`config.mk`:
```
export PLATFORM = sky130hd
export DESIGN_NAME = atl_travel_monitor
export DESIGN_NICKNAME = d
export VERILOG_FILES = /design/src/design/atl_soft_bound.v /design/src/design/atl_switch_eval.v /design/src/design/atl_travel_monitor.v
export VERILOG_INCLUDE_DIRS = /design/src /design/src/design
export SDC_FILE = /design/constraint.sdc
export NUM_CORES = 1
export LEC_CHECK = 0
export BUFFER_PORTS_ARGS = -buffer_cell sky130_fd_sc_hd__buf_2
export CELL_PAD_IN_SITES_DETAIL_PLACEMENT = 0
export CELL_PAD_IN_SITES_GLOBAL_PLACEMENT = 2
export CORE_MARGIN = 2
export CORE_UTILIZATION = 30
export CTS_CLUSTER_DIAMETER = 100
export CTS_CLUSTER_SIZE = 16
export DETAILED_ROUTE_END_ITERATION = 10
export PLACE_DENSITY_LB_ADDON = 0.15
export SYNTH_ARGS = -nofsm -noshare
export SYNTH_HDL_FRONTEND = slang
export SYNTH_SLANG_ARGS = --single-unit
```
`constraint.sdc`:
```
create_clock -name CORE_CLK -period 5.2 [get_ports CORE_CLK]
set_input_delay 1.04 -clock CORE_CLK [delete_from_list [all_inputs] [get_ports CORE_CLK]]
set_output_delay 1.04 -clock CORE_CLK [all_outputs]
set_load 0.005 [all_outputs]
```
`src/design/atl_map.vh`:
```
/*
 * Constant map for the axis travel limit monitor: parameter offsets,
 * reset values, field codes, absolute range and latched flag positions.
 * Assumes it is included by bare name from the design files that need it.
 */
`ifndef ATL_MAP_VH
`define ATL_MAP_VH

// ------------------------------------------------------------
// Parameter offsets
// ------------------------------------------------------------
`define ATL_OFS_SOFT_SEL     16'h0606
`define ATL_OFS_SOFT_POS     16'h0608
`define ATL_OFS_SOFT_NEG     16'h060a
`define ATL_OFS_HOME_POL     16'h061c
`define ATL_OFS_NEG_POL      16'h061e
`define ATL_OFS_POS_POL      16'h0620

// ------------------------------------------------------------
// Reset values
// ------------------------------------------------------------
`define ATL_RST_SOFT_SEL     16'h0000
`define ATL_RST_SOFT_POS     32'h7fffffff
`define ATL_RST_SOFT_NEG     32'h80000000
`define ATL_RST_POL          16'h0001

// ------------------------------------------------------------
// Field codes
// ------------------------------------------------------------
`define ATL_SEL_NONE         2'h0
`define ATL_SEL_POS          2'h1
`define ATL_SEL_NEG          2'h2
`define ATL_SEL_BOTH         2'h3
`define ATL_SEL_MAX          16'h0003
`define ATL_POL_OFF          2'h0
`define ATL_POL_NC           2'h1
`define ATL_POL_NO           2'h2
`define ATL_POL_MAX          16'h0002

// ------------------------------------------------------------
// Absolute positioning range (-286435456 .. 286435455 user units)
// ------------------------------------------------------------
`define ATL_ABS_MIN          32'heeed5780
`define ATL_ABS_MAX          32'h1112a87f

// ------------------------------------------------------------
// Latched signal flag bits
// ------------------------------------------------------------
`define ATL_FLG_POS_END      0
`define ATL_FLG_NEG_END      1
`define ATL_FLG_SOFT         2
`define ATL_FLG_REF_LOST     3

`endif

```
`src/design/atl_soft_bound.v`:
```
/*
 * Software travel bound check: clamps both bounds into the absolute
 * range and compares the position controller setpoint against them.
 * Assumes bounds and setpoint are signed user units relative to zero.
 */
`timescale 1ns/1ps
`default_nettype none
`include "atl_map.vh"

module atl_soft_bound (
	// Configuration
	input  wire [31:0] bound_pos,
	input  wire [31:0] bound_neg,
	input  wire [1:0]  select,
	input  wire        ref_ok,
	// Setpoint
	input  wire [31:0] setpoint,
	// Results
	output wire        hit_pos,
	output wire        hit_neg
);

	// Keeps a bound inside the permissible user range.
	function [31:0] clamp;
		input [31:0] v;
		begin
			if ($signed(v) > $signed(`ATL_ABS_MAX))
				clamp = `ATL_ABS_MAX;
			else if ($signed(v) < $signed(`ATL_ABS_MIN))
				clamp = `ATL_ABS_MIN;
			else
				clamp = v;
		end
	endfunction

	wire [31:0] eff_pos;
	wire [31:0] eff_neg;

	assign eff_pos = clamp(bound_pos);
	assign eff_neg = clamp(bound_neg);

	assign hit_pos = ref_ok && select[0] && ($signed(setpoint) > $signed(eff_pos));
	assign hit_neg = ref_ok && select[1] && ($signed(setpoint) < $signed(eff_neg));

endmodule
`default_nettype wire

```
`src/design/atl_switch_eval.v`:
```
/*
 * Evaluates one switch pin: two-stage synchroniser, then the
 * configured polarity decode. Assumes the pin is asynchronous to
 * core_clk and that the mode code was range-checked on write.
 */
`timescale 1ns/1ps
`default_nettype none
`include "atl_map.vh"

module atl_switch_eval (
	// Clock and reset
	input  wire       core_clk,
	input  wire       srst,
	// Pin and configuration
	input  wire       pin,
	input  wire [1:0] mode,
	input  wire       eval_en,
	// Result
	output reg        active_r
);

	reg sync1_r;
	reg sync2_r;

	// Synchroniser; the first stage is read only by the second.
	always @(posedge core_clk) begin
		if (srst) begin
			sync1_r <= 1'b1;
			sync2_r <= 1'b1;
		end else begin
			sync1_r <= pin;
			sync2_r <= sync1_r;
		end
	end

	// Polarity decode. A broken NC wire reads low and so trips.
	always @(posedge core_clk) begin
		if (srst) begin
			active_r <= 1'b0;
		end else if (!eval_en) begin
			active_r <= 1'b0;
		end else begin
			case (mode)
				`ATL_POL_NC: active_r <= ~sync2_r;
				`ATL_POL_NO: active_r <= sync2_r;
				default:     active_r <= 1'b0;
			endcase
		end
	end

endmodule
`default_nettype wire

```
`src/design/atl_travel_monitor.v`:
```
/*
 * Axis travel limit monitor: absolute range, reference validity,
 * software travel bounds, end and home switches, position readout and
 * the parameter access port.
 * Assumes the motion side runs on CORE_CLK and the switch pins are
 * asynchronous. Motion strobes are single-cycle pulses.
 */
`timescale 1ns/1ps
`default_nettype none
`include "atl_map.vh"

// Notes on behaviour
// - Absolute range is -286435456 to 286435455 user units.
// - Overshoot allowed except during absolute profile positioning.
// - Running past an absolute limit clears reference valid.
// - Relative move whose target exceeds range zeroes position, drops reference.
// - Software bounds act only while reference valid, relative to zero.
// - Setpoint, not measured position, is compared against software bounds.
// - A software bound trip sets bit 2 of latched flags.
// - Positive bound defaults to 2147483647 and is clamped internally.
// - Negative bound defaults to -2147483648 and is clamped alike.
// - Bound select: 0 none, 1 positive, 2 negative, 3 both.
// - During motion an active end switch stops the motor and is flagged.
// - End switch mode: 0 off, 1 normally closed, 2 normally open.
// - Home switch 1 NC or 2 NO, read only during reference moves.
// - After an end switch stop, motion back away remains allowed.
// - Current motor position is readable in user units.
// - Dimension setting loads position with the preset and sets zero.
module atl_travel_monitor (
	// Clock and reset
	input  wire        CORE_CLK,
	input  wire        SRST,
	// Parameter access port
	input  wire [15:0] PAR_ADDR,
	input  wire        PAR_WE,
	input  wire        PAR_RE,
	input  wire [31:0] PAR_WDATA,
	output reg  [31:0] PAR_RDATA,
	output reg         PAR_RACK,
	output reg         PAR_ERR,
	// Motion profile and position controller
	input  wire [31:0] SETPOINT,
	input  wire        POS_INC_VALID,
	input  wire [15:0] POS_INC,
	input  wire        MOVE_ACTIVE,
	input  wire        MOVE_DIR_POS,
	input  wire        PP_ABS_MODE,
	input  wire        REL_START,
	input  wire [31:0] REL_DIST,
	output reg         REL_GO,
	// Homing
	input  wire        DIM_SET,
	input  wire [31:0] PRESET_POSITION_VALUE,
	input  wire        HOME_DONE,
	input  wire        HOMING_TO_REF,
	output wire        HOME_SWITCH_HIT,
	// Switch pins
	input  wire        POS_END_SWITCH_IN,
	input  wire        NEG_END_SWITCH_IN,
	input  wire        HOME_SWITCH_IN,
	// Status and stop
	output reg  [31:0] ACT_POS,
	output reg         REF_OK,
	output wire        INHIBIT_POS,
	output wire        INHIBIT_NEG,
	output reg         STOP_REQ,
	output reg  [15:0] LATCHED_SIGNAL_FLAGS,
	input  wire [15:0] FLAGS_CLR
);

	// ------------------------------------------------------------
	// Helpers
	// ------------------------------------------------------------

	// True when a 33-bit signed position lies outside the absolute range.
	function out_of_range;
		input [32:0] p;
		begin
			out_of_range = ($signed(p) > $signed({1'b0, `ATL_ABS_MAX})) ||
				($signed(p) < $signed({1'b1, `ATL_ABS_MIN}));
		end
	endfunction

	// ------------------------------------------------------------
	// Parameter registers
	// ------------------------------------------------------------

	reg  [15:0] soft_bound_select_r;
	reg  [31:0] soft_bound_positive_r;
	reg  [31:0] soft_bound_negative_r;
	reg  [15:0] home_switch_polarity_r;
	reg  [15:0] neg_end_switch_polarity_r;
	reg  [15:0] pos_end_switch_polarity_r;

	wire        hit_sel;
	wire        hit_pos_b;
	wire        hit_neg_b;
	wire        hit_hpol;
	wire        hit_npol;
	wire        hit_ppol;
	wire        addr_ok;
	wire        sel_ok;
	wire        pol_ok;

	assign hit_sel   = (PAR_ADDR == `ATL_OFS_SOFT_SEL);
	assign hit_pos_b = (PAR_ADDR == `ATL_OFS_SOFT_POS);
	assign hit_neg_b = (PAR_ADDR == `ATL_OFS_SOFT_NEG);
	assign hit_hpol  = (PAR_ADDR == `ATL_OFS_HOME_POL);
	assign hit_npol  = (PAR_ADDR == `ATL_OFS_NEG_POL);
	assign hit_ppol  = (PAR_ADDR == `ATL_OFS_POS_POL);
	assign addr_ok   = hit_sel | hit_pos_b | hit_neg_b | hit_hpol | hit_npol | hit_ppol;
	assign sel_ok    = (PAR_WDATA[31:16] == 16'h0000) && (PAR_WDATA[15:0] <= `ATL_SEL_MAX);
	assign pol_ok    = (PAR_WDATA[31:16] == 16'h0000) && (PAR_WDATA[15:0] <= `ATL_POL_MAX);

	// Writes. Codes outside a field's range are refused so that a stray
	// value can never leave a switch half configured.
	always @(posedge CORE_CLK) begin
		if (SRST) begin
			soft_bound_select_r       <= `ATL_RST_SOFT_SEL;
			soft_bound_positive_r     <= `ATL_RST_SOFT_POS;
			soft_bound_negative_r     <= `ATL_RST_SOFT_NEG;
			home_switch_polarity_r    <= `ATL_RST_POL;
			neg_end_switch_polarity_r <= `ATL_RST_POL;
			pos_end_switch_polarity_r <= `ATL_RST_POL;
		end else if (PAR_WE) begin
			if (hit_sel && sel_ok) begin
				soft_bound_select_r <= PAR_WDATA[15:0];
			end else if (hit_pos_b) begin
				soft_bound_positive_r <= PAR_WDATA;
			end else if (hit_neg_b) begin
				soft_bound_negative_r <= PAR_WDATA;
			end else if (hit_hpol && pol_ok && (PAR_WDATA[1:0] != `ATL_POL_OFF)) begin
				home_switch_polarity_r <= PAR_WDATA[15:0];
			end else if (hit_npol && pol_ok) begin
				neg_end_switch_polarity_r <= PAR_WDATA[15:0];
			end else if (hit_ppol && pol_ok) begin
				pos_end_switch_polarity_r <= PAR_WDATA[15:0];
			end
		end
	end

	// Read data and acknowledge; unmapped accesses answer with an error pulse.
	always @(posedge CORE_CLK) begin
		if (SRST) begin
			PAR_RDATA <= 32'h00000000;
			PAR_RACK  <= 1'b0;
			PAR_ERR   <= 1'b0;
		end else begin
			PAR_RACK <= PAR_RE && addr_ok;
			PAR_ERR  <= (PAR_RE || PAR_WE) && !addr_ok;
			if (PAR_RE) begin
				if (hit_sel)
					PAR_RDATA <= {16'h0000, soft_bound_select_r};
				else if (hit_pos_b)
					PAR_RDATA <= soft_bound_positive_r;
				else if (hit_neg_b)
					PAR_RDATA <= soft_bound_negative_r;
				else if (hit_hpol)
					PAR_RDATA <= {16'h0000, home_switch_polarity_r};
				else if (hit_npol)
					PAR_RDATA <= {16'h0000, neg_end_switch_polarity_r};
				else if (hit_ppol)
					PAR_RDATA <= {16'h0000, pos_end_switch_polarity_r};
				else
					PAR_RDATA <= 32'h00000000;
			end
		end
	end

	// ------------------------------------------------------------
	// Switch evaluation
	// ------------------------------------------------------------

	wire pos_sw_active;
	wire neg_sw_active;
	wire home_sw_active;

	atl_switch_eval u_pos_sw (
		.core_clk (CORE_CLK),
		.srst     (SRST),
		.pin      (POS_END_SWITCH_IN),
		.mode     (pos_end_switch_polarity_r[1:0]),
		.eval_en  (1'b1),
		.active_r (pos_sw_active)
	);

	atl_switch_eval u_neg_sw (
		.core_clk (CORE_CLK),
		.srst     (SRST),
		.pin      (NEG_END_SWITCH_IN),
		.mode     (neg_end_switch_polarity_r[1:0]),
		.eval_en  (1'b1),
		.active_r (neg_sw_active)
	);

	// home switch read only while homing
	atl_switch_eval u_home_sw (
		.core_clk (CORE_CLK),
		.srst     (SRST),
		.pin      (HOME_SWITCH_IN),
		.mode     (home_switch_polarity_r[1:0]),
		.eval_en  (HOMING_TO_REF),
		.active_r (home_sw_active)
	);

	assign HOME_SWITCH_HIT = home_sw_active;

	// ------------------------------------------------------------
	// Software travel bounds
	// ------------------------------------------------------------

	wire soft_hit_pos;
	wire soft_hit_neg;

	atl_soft_bound u_soft (
		.bound_pos (soft_bound_positive_r),
		.bound_neg (soft_bound_negative_r),
		.select    (soft_bound_select_r[1:0]),
		.ref_ok    (REF_OK),
		.setpoint  (SETPOINT),
		.hit_pos   (soft_hit_pos),
		.hit_neg   (soft_hit_neg)
	);

	// ------------------------------------------------------------
	// Direction blocking and stop request
	// ------------------------------------------------------------

	wire abs_hit_pos;
	wire abs_hit_neg;
	wire block_pos;
	wire block_neg;
	wire hit_now;
	reg  hit_prev_r;

	// range enforced in absolute profile mode only
	assign abs_hit_pos = PP_ABS_MODE && ($signed(SETPOINT) > $signed(`ATL_ABS_MAX));
	assign abs_hit_neg = PP_ABS_MODE && ($signed(SETPOINT) < $signed(`ATL_ABS_MIN));

	// Only the tripped direction is blocked, so a jog back
	// into the travel area is still accepted.
	assign block_pos   = pos_sw_active | soft_hit_pos | abs_hit_pos;
	assign block_neg   = neg_sw_active | soft_hit_neg | abs_hit_neg;
	assign INHIBIT_POS = block_pos;
	assign INHIBIT_NEG = block_neg;

	assign hit_now = MOVE_ACTIVE && ((MOVE_DIR_POS && block_pos) || (!MOVE_DIR_POS && block_neg));

	// The stop is a single pulse on entry, so a long stall does not keep
	// re-triggering the profile generator's stop ramp.
	always @(posedge CORE_CLK) begin
		if (SRST) begin
			hit_prev_r <= 1'b0;
			STOP_REQ   <= 1'b0;
		end else begin
			hit_prev_r <= hit_now;
			STOP_REQ   <= hit_now && !hit_prev_r;
		end
	end

	// ------------------------------------------------------------
	// Position, reference and relative move start
	// ------------------------------------------------------------

	wire [31:0] pos_step;
	wire [31:0] pos_sum;
	wire [32:0] rel_target;
	wire        rel_over;
	wire        pos_over;

	assign pos_step   = {{16{POS_INC[15]}}, POS_INC};
	assign pos_sum    = ACT_POS + pos_step;
	assign rel_target = {ACT_POS[31], ACT_POS} + {REL_DIST[31], REL_DIST};
	assign rel_over   = REL_START && out_of_range(rel_target);
	assign pos_over   = out_of_range({ACT_POS[31], ACT_POS});

	// Position register. Dimension setting takes priority over
	// motion steps because it only happens at standstill.
	always @(posedge CORE_CLK) begin
		if (SRST) begin
			ACT_POS <= 32'h00000000;
		end else if (DIM_SET) begin
			ACT_POS <= PRESET_POSITION_VALUE;
		end else if (rel_over) begin
			ACT_POS <= 32'h00000000;
		end else if (POS_INC_VALID) begin
			ACT_POS <= pos_sum;
		end
	end

	// Relative start is released one cycle later, on the same edge as any zeroing.
	always @(posedge CORE_CLK) begin
		if (SRST) begin
			REL_GO <= 1'b0;
		end else begin
			REL_GO <= REL_START;
		end
	end

	// Reference valid. A new zero point from homing or dimension setting
	// wins over a loss in the same cycle, since it redefines the position.
	always @(posedge CORE_CLK) begin
		if (SRST) begin
			REF_OK <= 1'b0;
		end else if (DIM_SET || HOME_DONE) begin
			REF_OK <= 1'b1;
		end else if (rel_over || pos_over) begin
			REF_OK <= 1'b0;
		end
	end

	// ------------------------------------------------------------
	// Latched signal flags
	// ------------------------------------------------------------

	reg [15:0] flag_set;

	// Hardware events set the flags; software clears by mask.
	always @* begin
		flag_set = 16'h0000;
		flag_set[`ATL_FLG_POS_END]  = MOVE_ACTIVE && MOVE_DIR_POS && pos_sw_active;
		flag_set[`ATL_FLG_NEG_END]  = MOVE_ACTIVE && !MOVE_DIR_POS && neg_sw_active;
		flag_set[`ATL_FLG_SOFT]     = soft_hit_pos || soft_hit_neg;
		flag_set[`ATL_FLG_REF_LOST] = REF_OK && (rel_over || pos_over);
	end

	// A set in the same cycle as a clear wins, so no event is lost.
	always @(posedge CORE_CLK) begin
		if (SRST) begin
			LATCHED_SIGNAL_FLAGS <= 16'h0000;
		end else begin
			LATCHED_SIGNAL_FLAGS <= (LATCHED_SIGNAL_FLAGS & ~FLAGS_CLR) | flag_set;
		end
	end

endmodule
`default_nettype wire

```
# Word-level counts from Yosys, hierarchy flattened
# Index checks and enable logic that the tools add are counted.
classes:
  n_mux: 18
  bitwise_logic: 21
  order_cmp: 14
  n_eq_ne: 12
  addsub: 2
  reduce_logical: 46
op_table:
  columns: ["cell", "count"]
  rows:
  - ["32-bit two-way mux", 10]
  - ["32-bit by 30-bit > comparator with 1-bit output (second input constant)", 4]
  - ["32-bit by 30-bit less-than comparator with 1-bit output (second input constant)", 4]
  - ["16-bit by 11-bit equality test with 1-bit output (second input constant)", 6]
  - ["16-bit two-way mux", 3]
  - ["32-bit by 32-bit adder with 33-bit output", 1]
  - ["33-bit by 30-bit > comparator with 1-bit output (second input constant)", 1]
  - ["33-bit by 30-bit less-than comparator with 1-bit output (second input constant)", 1]
  - ["32-bit adder", 1]
  - ["32-bit > comparator", 1]
  - ["16-bit by 2-bit less-or-equal comparator with 1-bit output (second input constant)", 2]
  - ["32-bit less-than comparator", 1]
  - ["1-bit logical AND", 25]
  - ["16-bit bitwise AND", 1]
  - ["16-bit logical NOT", 1]
  - ["16-bit NOT", 1]
  - ["16-bit by 4-bit OR with 16-bit output", 1]
  - ["1-bit NOT", 9]
  - ["1-bit OR", 9]
  - ["1-bit logical OR", 7]
  - ["7-bit AND reduction", 1]
  - ["2-bit by 1-bit equality test with 1-bit output (second input constant)", 3]
  - ["2-bit equality test (second input constant)", 3]
  - ["1-bit one-hot mux with 2 select lines", 3]
  - ["10 further kinds", 14]
totals:
  inputBits: 191
  regBits: 223

# Logic depth before layout (Yosys ltp)
depth:
  depth_word: 11
  depth_mapped: 26

# Modules after synthesis
# A second synthesis with hierarchy kept.
hier_totals:
  cells_unflattened: 1860
  area_unflattened_um2: 14815.5
by_module_without_submodules:
  columns: ["module", "area_each_um2", "instances", "cells_per_inst", "seq_area_each_um2"]
  rows:
  - ["atl_travel_monitor", 12231.7, 1, 1517, 4284.1]
  - ["atl_soft_bound", 2283.4, 1, 316, 0.0]
  - ["atl_switch_eval", 100.1, 3, 9, 60.1]

# Least setup slack after synthesis
# Ideal clock, no wire load.
synth_path:
  path_kind: "reg-to-output"
  from: "register soft_bound_negative_r[10]"
  to: "output port INHIBIT_NEG"
  stages_incl_launch_ff: 26
  arrival_ns: 4.235
  required_ns: 4.160
  slack_ns: -0.075
  path_buffers: 1
  cell_sequence: "dfxtp_1 a41o_1 a21o_1 a21o_1 a21oi_1 nor2_1 o2111ai_1 a21oi_1 o2111ai_1 ha_1 inv_1 clkbuf_1 a21oi_1 ha_1 a21o_1 a21oi_1 nor2b_1 o21ai_0 nand2b_1 a21oi_1 o21ai_0 a2111oi_0 o21ai_0 a31oi_1 nor2_1 nand2_1"
synth_between:
  elab_chain_len: 7
  elab_cells_between_ends: 8
  cone_classes: "order compare: 3; mux: 2; bitwise: 2; reduce/logical: 1"
synth_rtl:
  columns: ["item", "line", "rtl"]
  rows:
  - ["from (decl)", "atl_travel_monitor.v:90", "reg [31:0] soft_bound_negative_r;"]
  - ["from (signal assigned)", "atl_travel_monitor.v:121", "soft_bound_negative_r <= `ATL_RST_SOFT_NEG;"]
  - ["32-bit by 30-bit less-than comparator with 1-bit output", "atl_soft_bound.v:29", "else if ($signed(v) < $signed(`ATL_ABS_MIN))"]
  - ["32-bit two-way mux", "atl_soft_bound.v:29", null]
  - ["32-bit two-way mux *", "atl_soft_bound.v:27", "if ($signed(v) > $signed(`ATL_ABS_MAX))"]
  - ["32-bit less-than comparator *", "atl_soft_bound.v:43", "assign hit_neg = ref_ok && select[1] && ($signed(setpoint) < $signed(eff_neg));"]
  - ["1-bit logical AND *", "atl_soft_bound.v:43", null]
  - ["1-bit OR * (2 in a row)", "atl_travel_monitor.v:243", "assign block_neg = neg_sw_active | soft_hit_neg | abs_hit_neg;"]
  - ["to (decl)", "atl_travel_monitor.v:65", "output wire INHIBIT_NEG,"]
# Mark *: on every way between the ends. The rest lies on a longest branch, timed or not.

# Final worst setup path
# Same ends and word-level chain as after synthesis.

==> impl_results.md <==
- Status: finished with violations
- Failing checks: negative setup slack
- Hold buffer count at CTS: 0
- Min-delay worst type: flop to flop
- First-pass GRT wire length: 83,520 um
- Antenna Nets Post-Route: 0
- CP arrival: 4720 ps
- Crit path max-delay family: compound AO/OA/AOI/OAI gates
- Synthesized instance count: 1,737
- Worst-margin pin slew: 1165 ps
- Worst setup margin: -557.1 ps
- Row cnt: 80
- DR pass1 iterations: 5
- Largest net degree at the start of global routing: 67
- Die area: 49,990 um^2
- Worst relative slew slack: 22.34%
- Clk Latency, worst-skew pair: 530 ps
- CTS Sinks: 223
- Startpoint types: flop
- Largest stage delay, worst path: 320 ps
- Initial Util: 30.36%
- Final hold violations: 0
- #FFs+latches synth: 223
- Clock Skews: 19.11 ps
- CTS tree: yes
- Vias in the first global route: 13,740
- CP Data Required Time: 4160 ps
- Port bufs: 278
- GR Util All Layers: 21.37%
- Pleak: 7.811 nW
- Clock buffer count from CTS: 19
- Main flop type after synthesis: dfxtp_1
- Commonest non-fill, non-tap cell in the layout: buf_2
- Antenna cells: 0
- Crit Path Class: flop to output pin
- Fmax: 173.7 MHz
- Mux contribution to synthesized area: 2.777%
- Design Area, Final: 17,910 um^2
- Clock period minus worst slack: 5757 ps
- Max cap viols: 0
- Xor-xnor portion of the synthesized cell area: 2.906%
- Avg Vias per Cell: 5.436
- Final setup TNS: -704.0 ps
- Die Wd: 223.6 um
- Post-layout util: 37.59%
- Max Root-Sink Buffers: 3
- Max-slew violations: 0
- Clock root cell: clkbuf_16
- Crit path to: INHIBIT_NEG
- Area share of fa/ha/maj cells after synthesis: 11.35%
- Synth cell types: 83
- Post-synth EDFFs: 0
- Vias: 14,490
- Fraction of registers with async set/reset: 0%
- Flop-to-flop setup slack: 610 ps
- Drt initial violations: 798
- Layout cell share with drive strength beyond 1: 23.94%
- Combinational family with the most area after synthesis: compound AO/OA/AOI/OAI gates
- Crit path depth: 26
- WL final: 55,810 um
- Slowest CP cell: dfxtp_2
- DP Wirelength: 43,250 um
- Unrepaired setup endpoints after global routing: true
- Synth Cell Area: 14,470 um^2
- Initial antenna violation count: 4
- Worst hold slack: 394.2 ps
- Synth Area in Simple Gates: 19.72%
- Io pins: 279
- Sequential area share after synthesis: 30.86%
- Total core area: 47,650 um^2
- H-tree depth: 1
- Syn_nets: 2,058
- Fin crit share: 110.7%
- Avg WL per Cell: 20.93 um
- Critical path origin: soft_bound_negative_r[10]
- Pwr dens: 256.5 nW/um^2
- Max IR drop VDD: 0.1919 mV
- CP Max Fanout: 5
- Setup crit end kind: output pin
- Drt drc: 0
- Synth-to-layout area growth: 23.82%
- R2r startpoint: soft_bound_negative_r[10]
- Gpl congestion: 0.8658
- Placed inst area: 16,900 um^2
- Warnings, synthesis: 0
- Reg-to-Reg End: STOP_REQ
- Final setup violation count: 2
- Average cell area after synthesis: 8.328 um^2
- Final #Nets: 2,368
- Chip height: 223.6 um
- R2R depth: 27
- Commonest non-fill, non-tap cells in the layout: buf_2 (277), dfxtp_1 (217), nand2_1 (176)
- Fraction of the mapped netlist area in compound gates: 28.73%
- WP buf/inv: 3
- Worst-path clk slew: 80 ps
- GRT overflow: 0
==> routing by layer <==
metal / wire length [um] / part of all wire, % / up-vias / global-route usage [%]
li1: - / - / 7150 / -
met1: 27820 / 50 / 6943 / 31.10
met2: 24370 / 44 / 335 / 33.42
met3: 2577 / 4.6 / 60 / 3.437
met4: 1017 / 1.8 / 4 / 3.914
met5: 23 / 0.041 / - / 0
==> area by class of cell <==
class	count	area, um^2
clock buffers	19	475.5
clock inverters	6	55.05
fillers	5082	29730
inverters	38	142.6
multi-input cells	1387	9802
flip-flops and latches	223	4472
well taps	615	769.5
repair buffers	378	2195
==> stage by stage <==
| stage | power (mW) | instances | setup WS, ps |
|---|---|---|---|
| 6_report | 4.595 | 2666 | -557.1 |
| 5_1_grt | 4.862 | 2666 | -839.2 |
| 4_1_cts | 4.638 | 2656 | -531.9 |
| 3_5_place_dp | 3.228 | 2625 | -455.4 |
| 3_3_place_gp | 3.222 | 2625 | -299.9 |
| 2_1_floorplan | 2.764 | 1737 | 27.56 |
==> synth_stat cells, drive strengths merged (11+ instances only) <==
library cell	count	area share, %
a311oi	18	1.1
xnor2	27	1.6
a22o	18	1.1
ha	128	11
o211ai	15	0.81
nand4	28	1.2
nand2	177	4.6
a211oi	28	1.5
a221oi	18	1.1
o21ai	99	3.4
a22oi	32	1.7
and3	28	1.2
o211a	24	1.7
mux2i	39	2.7
nor2	108	2.8
nor4	20	0.86
o21a	12	0.67
xor2	21	1.3
clkbuf	70	1.8
or3	11	0.48
a21o	44	2.3
nor3b	15	0.78
a2bb2oi	24	1.5
buf	19	0.85
nor2b	20	0.92
nor3	32	1.1
nand2b	26	1.1
inv	37	0.96
dfxtp	223	31
nand3	27	0.93
a21oi	168	5.9
and2	49	2.1
a31oi	12	0.62
==> worst min-delay path by stage <==
stage,startpoint,cells past startpoint,slack [ps],end
floorplan,hit_prev_r,1,370,STOP_REQ
CTS,hit_prev_r,1,400,STOP_REQ
detailed placement,hit_prev_r,1,390,STOP_REQ
global route,hit_prev_r,1,410,STOP_REQ
finish,hit_prev_r,1,390,STOP_REQ
global placement,hit_prev_r,1,390,STOP_REQ
==> logic make-up after synthesis <==
family,Yosys count
mux,40
simple gates,569
flops,223
buf+inv,127
compound gates,600
xor+xnor,48
fa+ha+maj,130
==> worst reg2reg max path: stages (launching register included) <==
cell and delay (ps):
dfxtp_2 320, a41o_1 220, a21o_1 160, a21o_1 160
a21oi_2 140, nor2_1 70, o2111ai_1 190, a21oi_1 100
o2111ai_1 190, ha_1 310, buf_6 150, o21ai_2 140
ha_1 260, a21o_1 190, a21oi_2 140, nor2b_1 50
o21ai_1 130, nand2b_1 90, a21oi_2 170, nor2_2 60
a2111oi_4 280, buf_4 190, o21ai_2 70, a31oi_4 180
nor2_2 60, buf_4 130, buf_4 130, a311oi_1 260
==> report_power, final <==
part | total, mW | switching [mW] | internal [mW] | leakage [nW]
clock | 1.38 | 0.711 | 0.671 | 0.264
combinational | 1.37 | 0.785 | 0.587 | 5.73
sequential | 1.84 | 0.0800 | 1.76 | 1.81
total | 4.59 | 1.58 | 3.02 | 7.81
==> repair_timing <==
| action | in CTS | in global routing |
|---|---|---|
| resized for setup | 40 | 62 |
| gates cloned | 0 | 2 |
| endpoints found under the hold margin | 0 | 0 |
| endpoints found under the setup margin | 2 | 2 |
| buffers inserted | 6 | 9 |
| pin swaps | 40 | 46 |
==> sequential cells by signal, summed over array words and instances (netlist names), 16 cells and up <==
name / flops
soft_bound_select_r: 16
soft_bound_positive_r: 32
pos_end_switch_polarity_r: 16
soft_bound_negative_r: 32
PAR_RDATA: 32
LATCHED_SIGNAL_FLAGS: 16
home_switch_polarity_r: 16
neg_end_switch_polarity_r: 16
ACT_POS: 32
No activity file was read; power rests on OpenSTA's default activity.
